[src/shared/adcfg_regs.svh]
// Register offsets, field positions, reset values for the audio digital I/O configuration slice
`ifndef ADCFG_REGS_SVH
`define ADCFG_REGS_SVH

// ----------------------------------------------------------------
// Register offsets
// ----------------------------------------------------------------
`define ADCFG_SYS_OFS 8'h00
`define ADCFG_OUT_OFS 8'h01
`define ADCFG_IN_OFS 8'h02

// ----------------------------------------------------------------
// Field positions
// ----------------------------------------------------------------
`define ADCFG_DIV_LSB 8
`define ADCFG_DIV_MSB 12
`define ADCFG_MODE_LSB 4
`define ADCFG_MODE_MSB 7
`define ADCFG_MUTE_BIT 8
`define ADCFG_PON_BIT 7
`define ADCFG_SRC_LSB 4
`define ADCFG_SRC_MSB 5
`define ADCFG_FMT_LSB 0
`define ADCFG_FMT_MSB 2

// ----------------------------------------------------------------
// Reset values and decode limits
// ----------------------------------------------------------------
`define ADCFG_DIV_RST 5'h08
`define ADCFG_MODE_RST 4'h2
`define ADCFG_MUTE_RST 1'h0
`define ADCFG_PON_RST 1'h1
`define ADCFG_SRC_RST 2'h2
`define ADCFG_FMT_RST 3'h0
`define ADCFG_BCLK64_RST 1'h1
`define ADCFG_DIV48_LO 5'h0c
`define ADCFG_DIV48_HI 5'h11

`endif

[src/shared/adcfg_pkg.sv]
// Types shared by the audio digital I/O configuration slice
package adcfg_pkg;

	// Serial formats after decode
	typedef enum logic [2:0] {
		ADCFG_FMT_I2S = 3'h0,
		ADCFG_FMT_LSB16 = 3'h1,
		ADCFG_FMT_LSB18 = 3'h2,
		ADCFG_FMT_LSB20 = 3'h3,
		ADCFG_FMT_LSB24 = 3'h4,
		ADCFG_FMT_MSB = 3'h5
	} adcfg_fmt_t;

	// Digital output sources
	typedef enum logic [1:0] {
		ADCFG_SRC_ADC = 2'h0,
		ADCFG_SRC_DIGIN = 2'h1,
		ADCFG_SRC_IEC = 2'h2,
		ADCFG_SRC_MIXER = 2'h3
	} adcfg_src_t;

	// Sample rates of the 48 kHz family
	typedef enum logic [1:0] {
		ADCFG_RATE_NONE = 2'h0,
		ADCFG_RATE_24K = 2'h1,
		ADCFG_RATE_48K = 2'h2,
		ADCFG_RATE_96K = 2'h3
	} adcfg_rate_t;

	// Stored register fields
	typedef struct packed {
		logic [4:0] crystal_rate_divider;
		logic [3:0] mode;
		logic out_mute;
		logic out_power_on;
		logic [1:0] out_source_select;
		logic [2:0] out_serial_format;
		logic in_power_on;
		logic [2:0] in_serial_format;
	} adcfg_fields_t;

	// Decoded system settings
	typedef struct packed {
		adcfg_rate_t rate;
		logic rate_valid;
		logic sysclk_384;
		logic bclk_64;
		logic [3:0] mode;
		logic [15:0] mode_onehot;
	} adcfg_sys_t;

	// Decoded digital output settings
	typedef struct packed {
		logic mute;
		logic power_on;
		adcfg_src_t source;
		adcfg_fmt_t fmt;
	} adcfg_out_t;

	// Decoded digital input settings
	typedef struct packed {
		logic power_on;
		adcfg_fmt_t fmt;
	} adcfg_in_t;

	// Whole state of the slice
	typedef struct packed {
		adcfg_fields_t regs;
		adcfg_sys_t sys;
		adcfg_out_t dout;
		adcfg_in_t din;
		logic [15:0] rd_data;
		logic rd_valid;
	} adcfg_state_t;

endpackage

[src/logic/adcfg_fmt_decode.sv]
// Serial format code decoder with fallback for unused codes
`timescale 1ns/100ps
`default_nettype none

module adcfg_fmt_decode
	import adcfg_pkg::*;
(
	// Raw field
	input wire logic [2:0] code,
	// Decoded format
	output var adcfg_fmt_t fmt
);

	// ----------------------------------------------------------------
	// Decode
	// ----------------------------------------------------------------
	// Legal codes map straight, unused codes fall back to I2S
	always_comb begin
		unique case (code)
			3'h0: fmt = ADCFG_FMT_I2S;
			3'h1: fmt = ADCFG_FMT_LSB16;
			3'h2: fmt = ADCFG_FMT_LSB18;
			3'h3: fmt = ADCFG_FMT_LSB20;
			3'h4: fmt = ADCFG_FMT_LSB24;
			3'h5: fmt = ADCFG_FMT_MSB;
			default: fmt = ADCFG_FMT_I2S;
		endcase
	end

endmodule // adcfg_fmt_decode
`default_nettype wire

[src/logic/adcfg_top.sv]
// Audio digital I/O configuration registers and their decoded controls
`timescale 1ns/100ps
`default_nettype none
`include "adcfg_regs.svh"

// Contract
// Divider codes 01100..10001 give 24/48/96 kHz; lowest bit picks 384 fs.
// Mode field is plain binary, values 0..15 select modes 0..15.
// Output register bit 8 set mutes the digital output; clear passes audio.
// Output register bit 7 powers the digital output; resets to one.
// Registers run on their own clock, reachable while interfaces are down.
// Bits 5:4 pick output source: ADC, digital in, IEC receiver, mixer.
// Selected source without valid data is replaced by the default source.
// Output format: 000 I2S, 001..100 LSB 16/18/20/24, 101 MSB-justified.
// Output format codes 110 and 111 fall back to the default format.
// Input register bit 7 powers the digital input; resets to one.
// Input format bits 2:0 decode like output; 110/111 give default.
// Divider picks rate and 256/384 fs clock; bit clock 64 or 48 fs.
// Mode field selects how the functional blocks are interconnected.
// Reserved bits read as zero; written values there are ignored.
module adcfg_top
	import adcfg_pkg::*;
#(
	parameter int ADDR_W = 8
) (
	// Clock and reset
	input wire logic clk_sys,
	input wire logic reset_n,
	// Register port
	input wire logic wr_en,
	input wire logic rd_en,
	input wire logic [ADDR_W-1:0] addr,
	input wire logic [15:0] wr_data,
	output logic [15:0] rd_data,
	output logic rd_valid,
	// Source validity in the current application
	input wire logic [3:0] src_valid,
	// Decoded controls
	output var adcfg_sys_t sys_cfg,
	output var adcfg_out_t out_cfg,
	output var adcfg_in_t in_cfg
);

	// ----------------------------------------------------------------
	// Elaboration check
	// ----------------------------------------------------------------
	if (ADDR_W < 2 || ADDR_W > 8) begin : g_addr_check
		$error("adcfg_top: ADDR_W must be 2 to 8");
	end

	adcfg_state_t state;
	adcfg_state_t next_s;
	adcfg_fmt_t out_fmt_dec;
	adcfg_fmt_t in_fmt_dec;
	logic [7:0] addr8;
	logic hit_sys;
	logic hit_out;
	logic hit_in;
	logic sel_ok;

	// Address compare at the documented width
	assign addr8 = 8'(addr);
	assign hit_sys = (addr8 == `ADCFG_SYS_OFS);
	assign hit_out = (addr8 == `ADCFG_OUT_OFS);
	assign hit_in = (addr8 == `ADCFG_IN_OFS);

	// ----------------------------------------------------------------
	// Format decoders
	// ----------------------------------------------------------------
	adcfg_fmt_decode u_out_fmt (
		.code(next_s.regs.out_serial_format),
		.fmt(out_fmt_dec)
	);

	adcfg_fmt_decode u_in_fmt (
		.code(next_s.regs.in_serial_format),
		.fmt(in_fmt_dec)
	);

	// ----------------------------------------------------------------
	// Next state
	// ----------------------------------------------------------------
	always_comb begin
		next_s = state;
		next_s.rd_valid = rd_en;
		// Writes land on clk_sys alone, never gated by interface power see
		if (wr_en && hit_sys) begin
			next_s.regs.crystal_rate_divider = wr_data[`ADCFG_DIV_MSB:`ADCFG_DIV_LSB];
			next_s.regs.mode = wr_data[`ADCFG_MODE_MSB:`ADCFG_MODE_LSB];
		end
		// Only named fields are stored, reserved bits dropped see
		if (wr_en && hit_out) begin
			next_s.regs.out_mute = wr_data[`ADCFG_MUTE_BIT];
			next_s.regs.out_power_on = wr_data[`ADCFG_PON_BIT];
			next_s.regs.out_source_select = wr_data[`ADCFG_SRC_MSB:`ADCFG_SRC_LSB];
			next_s.regs.out_serial_format = wr_data[`ADCFG_FMT_MSB:`ADCFG_FMT_LSB];
		end
		if (wr_en && hit_in) begin
			next_s.regs.in_power_on = wr_data[`ADCFG_PON_BIT];
			next_s.regs.in_serial_format = wr_data[`ADCFG_FMT_MSB:`ADCFG_FMT_LSB];
		end
		// Read mux, reserved and unmapped read as zero see
		next_s.rd_data = 16'h0000;
		if (rd_en && hit_sys) begin
			next_s.rd_data[`ADCFG_DIV_MSB:`ADCFG_DIV_LSB] = state.regs.crystal_rate_divider;
			next_s.rd_data[`ADCFG_MODE_MSB:`ADCFG_MODE_LSB] = state.regs.mode;
		end else if (rd_en && hit_out) begin
			next_s.rd_data[`ADCFG_MUTE_BIT] = state.regs.out_mute;
			next_s.rd_data[`ADCFG_PON_BIT] = state.regs.out_power_on;
			next_s.rd_data[`ADCFG_SRC_MSB:`ADCFG_SRC_LSB] = state.regs.out_source_select;
			next_s.rd_data[`ADCFG_FMT_MSB:`ADCFG_FMT_LSB] = state.regs.out_serial_format;
		end else if (rd_en && hit_in) begin
			next_s.rd_data[`ADCFG_PON_BIT] = state.regs.in_power_on;
			next_s.rd_data[`ADCFG_FMT_MSB:`ADCFG_FMT_LSB] = state.regs.in_serial_format;
		end else if (!rd_en) begin
			next_s.rd_data = state.rd_data;
		end
		// Rate decode of the 48 kHz family see
		next_s.sys.rate = ADCFG_RATE_NONE;
		unique case (next_s.regs.crystal_rate_divider[4:1])
			4'h6: next_s.sys.rate = ADCFG_RATE_24K;
			4'h7: next_s.sys.rate = ADCFG_RATE_48K;
			4'h8: next_s.sys.rate = ADCFG_RATE_96K;
			default: next_s.sys.rate = ADCFG_RATE_NONE;
		endcase
		next_s.sys.rate_valid = (next_s.sys.rate != ADCFG_RATE_NONE);
		// Clock multiple and bit clock ratio see
		next_s.sys.sysclk_384 = next_s.regs.crystal_rate_divider[0];
		next_s.sys.bclk_64 = !next_s.regs.crystal_rate_divider[0];
		// Application mode as plain binary and one-hot see
		next_s.sys.mode = next_s.regs.mode;
		next_s.sys.mode_onehot = 16'h0001 << next_s.regs.mode;
		// Output controls see
		next_s.dout.mute = next_s.regs.out_mute;
		next_s.dout.power_on = next_s.regs.out_power_on;
		// Source select with fallback see
		sel_ok = src_valid[next_s.regs.out_source_select];
		next_s.dout.source = sel_ok ? adcfg_src_t'(next_s.regs.out_source_select)
			: adcfg_src_t'(`ADCFG_SRC_RST);
		// Formats see
		next_s.dout.fmt = out_fmt_dec;
		next_s.din.power_on = next_s.regs.in_power_on;
		next_s.din.fmt = in_fmt_dec;
	end

	// ----------------------------------------------------------------
	// State register
	// ----------------------------------------------------------------
	always_ff @(posedge clk_sys or negedge reset_n) begin
		if (!reset_n) begin
			state <= '0;
			state.regs.crystal_rate_divider <= `ADCFG_DIV_RST;
			state.regs.mode <= `ADCFG_MODE_RST;
			state.regs.out_mute <= `ADCFG_MUTE_RST;
			state.regs.out_power_on <= `ADCFG_PON_RST;
			state.regs.out_source_select <= `ADCFG_SRC_RST;
			state.regs.out_serial_format <= `ADCFG_FMT_RST;
			state.regs.in_power_on <= `ADCFG_PON_RST;
			state.regs.in_serial_format <= `ADCFG_FMT_RST;
			state.sys.mode <= `ADCFG_MODE_RST;
			state.sys.mode_onehot <= 16'h0004;
			state.sys.bclk_64 <= `ADCFG_BCLK64_RST; // 256 fs reset divider, 64 fs bit clock see
			state.dout.power_on <= `ADCFG_PON_RST;
			state.dout.source <= ADCFG_SRC_IEC;
			state.din.power_on <= `ADCFG_PON_RST;
		end else begin
			state <= next_s;
		end
	end

	// Outputs straight from flip-flops
	assign rd_data = state.rd_data;
	assign rd_valid = state.rd_valid;
	assign sys_cfg = state.sys;
	assign out_cfg = state.dout;
	assign in_cfg = state.din;

	// ----------------------------------------------------------------
	// Assertions
	// ----------------------------------------------------------------
	logic [1:0] chk_sel;
	assign chk_sel = next_s.regs.out_source_select;
endmodule // adcfg_top
`default_nettype wire

[config.mk]
export PLATFORM = sky130hd
export DESIGN_NAME = adcfg_top
export DESIGN_NICKNAME = d
export VERILOG_FILES = /design/src/shared/adcfg_pkg.sv /design/src/logic/adcfg_fmt_decode.sv /design/src/logic/adcfg_top.sv
export VERILOG_INCLUDE_DIRS = /design/src /design/src/shared
export SDC_FILE = /design/constraint.sdc
export NUM_CORES = 1
export LEC_CHECK = 0
export BUFFER_PORTS_ARGS = -buffer_cell sky130_fd_sc_hd__buf_2
export CORE_MARGIN = 2
export CORE_UTILIZATION = 51
export DETAILED_ROUTE_END_ITERATION = 6
export PLACE_DENSITY = 0.79
export SLEW_MARGIN = 20
export SYNTH_ARGS = -nofsm -noshare
export SYNTH_HDL_FRONTEND = slang
export SYNTH_HIERARCHICAL = 1
export SYNTH_SLANG_ARGS = --single-unit
[constraint.sdc]
create_clock -name clk_sys -period 1.35 [get_ports clk_sys]
set_input_delay 0.135 -clock clk_sys [delete_from_list [all_inputs] [get_ports clk_sys]]
set_output_delay 0.135 -clock clk_sys [all_outputs]
set_load 0.02 [all_outputs]
==> reports/qor.yml <==
wirelength_mm: 6.274
synthArstFlopShare: 1.000
holdPathStages: 2
place_ws_ps: -821.2
p_int_mw: 2.767
comb_power_share: 0.133
clock-sinks: 61
failed_checks: "negative setup slack"
pin_count: 85
r2r-start: "sys_cfg[17]"
cp_max_fo: 8
fin_crit_sh: 1.338
hold_viol: 0
cts_root_buffer: "clkbuf_8"
grt.overflow.total: 0
drive_gt1_frac: 0.5926
final_common_cell: "buf_2"
seq_power_share: 0.516
leakagePower_nw: 1.860
clk_latency_ps: 330
die_area_um2: 6218
rr_worst_depth: 3
min_from: "wr_data[11]"
drc_errors: 0
worstPathArrival_ps: 2020
avgRoutedWirePerCell_um: 15.84
grt_pass1_wl_mm: 9.604
coreArea_um2: 5473
synth_edf_count: 0
initial_core_util: 0.5222
cap_violations: 0
worst_setup_path_start_kind: "input pin"
required_ps: 1560
clock_power_share: 0.351
hold_end: "state[71]"
die-height_um: 78.86
path_class: "in2reg"
p_per_area_nw_per_um2: 999.3
htree_levels: 3
finalMaxSlewViolations: 0
min_path_type: "in2reg"
cts_max_path_buffers: 2
first_pass_iters: 4
diodes: 0
io_buffer_count: 75
drt_iter0_drc: 121
rows: 27
crit_path_end_kind: "flop"
detail-route-antenna-nets: 0
finalPower_mw: 3.742
cts_buffers: 9
syn_area_per_cell_um2: 11.86
placed_cells: 366
grt_pass1_vias: 1984
finish.utilization: 0.6843
viasPerCell: 5.109
fp.dieW_um: 78.86
setup_viol: 49
place_congestion: 0.8617
layout.cells.most_common_list: "buf_2, dfrtp_1, buf_4"
r2r_end: "sys_cfg[11]"
path_clk_slew_ps: 70
ys_seq_area_frac: 0.5377
fin_nets: 351
swShare: 0.2606
synth-main-ff-cell: "dfrtp_1"
synth-seq-cells: 61
fin_skew_ps: 9.986
dp_hpwl_mm: 4.158
rsz0062_at_grt: "yes"
yosys_warnings: 6
syn_to_final_growth_pct: 31.04
via_count: 2023
rrSetupSlack_ps: 70
cts_tree: "built"
stdcell_count: 396
post-route-min-period_ps: 1806
outcome: "finished with violations"
track_usage: 0.2047
vdd_drop_max_mv: 0.6325
fin_ws_ps: -456.3
holdWs_ps: 76.46
antenna_found_initial: 0
grt_max_degree: 25
post_synth_num_cell_types: 40
p_switching_uw: 975.2
clock.fmax_mhz: 553.6
synth_area_um2: 2858
netlist_instances: 241
==> worst max-delay path, stage by stage <==
cell and delay (ps):
buf_6 90, or4_4 540, or3b_4 490, mux2i_4 240, buf_6 160, nor4_1 350
==> power by group through the flow <==
stage | combinational, mW | clock (mW) | sequential, mW
2_1_floorplan | 0.248 | 0 | 1.95
3_3_place_gp | 0.396 | 0 | 1.96
3_5_place_dp | 0.404 | 0 | 1.96
4_1_cts | 0.467 | 1.33 | 1.93
5_1_grt | 0.535 | 1.44 | 1.94
6_report | 0.499 | 1.31 | 1.93
==> cell usage after synthesis, types with 3 or more instances <==
cell type / number / share of area
a22oi_1: 3 / 0.0079
buf_4: 52 / 0.14
inv_1: 10 / 0.013
mux2i_1: 5 / 0.018
a21boi_0: 3 / 0.0079
nor2b_1: 6 / 0.013
nor4_1: 17 / 0.037
nand4_1: 3 / 0.0066
dfstp_2: 8 / 0.074
nand3b_1: 3 / 0.0079
a221o_1: 3 / 0.011
o21ai_0: 11 / 0.019
mux2_2: 14 / 0.055
dfrtp_1: 53 / 0.46
nor2_1: 5 / 0.0066
mux2i_4: 4 / 0.032
nand2_1: 10 / 0.013
==> kinds of logic (layout without fill, tap and decap cells) <==
kind of cell | count (synthesis) | after routing | share of synthesized area
compound gates | 25 | 25 | 0.05954
buf+inv | 70 | 150 | 0.1681
flops | 61 | 61 | 0.5377
mux | 23 | 23 | 0.1042
other cells | 1 | 4 | 0.001312
simple gates | 61 | 61 | 0.1292
==> registers in the layout, summed over array words and instances, names as in the netlist <==
register,cells
in_cfg,4
out_cfg,7
rd_data,12
rd_valid,1
state,13
sys_cfg,24
==> through the flow <==
step | setup TNS, ps | area, um^2
after floorplan | -19710 | 2905
after global placement | -24900 | 3199
after detailed placement | -26860 | 3199
after CTS | -11370 | 3623
after global routing | -13740 | 3745
final | -12500 | 3745
==> area by class of cell <==
class                      instances  area, um^2
multi-input combinational        113        1102
timing repair buffer             120       799.5
sequential                        61        1536
inverter                          14       62.56
clock buffer                      13       138.9
fill                             391        1728
clock inverter                     3       15.01
tap                               72       90.09
==> repair_timing <==
| action | 4_1_cts | 5_1_grt |
|---|---|---|
| gates resized for setup | 37 | 23 |
| endpoints found under the hold margin | 13 | 0 |
| hold buffers | 2 | 0 |
| setup buffers | 9 | 4 |
| pin swaps | 9 | 7 |
| endpoints found under the setup margin | 38 | 52 |
==> routing by layer <==
| layer | GRT usage | wire (um) | vias up |
|---|---|---|---|
| met2 | 0.3274 | 3192 | 74 |
| met5 | 0 | 0 | - |
| met1 | 0.2585 | 2584 | 999 |
| met3 | 0.04773 | 332 | 15 |
| li1 | - | - | 935 |
| met4 | 0.1121 | 164 | 0 |
==> worst max path at each step <==
stage                     startpoint     endpoint  slack, ps  cells after the start
after floorplan              addr[5]   sys_cfg[0]       -710                      7
after global placement       addr[5]  sys_cfg[24]       -670                      6
after detailed placement     addr[5]   sys_cfg[8]       -820                      6
after CTS                    addr[5]   sys_cfg[8]       -390                      6
after global routing         addr[5]  sys_cfg[11]       -450                      6
final                        addr[5]  sys_cfg[11]       -460                      6
(Power assumes the default switching activity.)
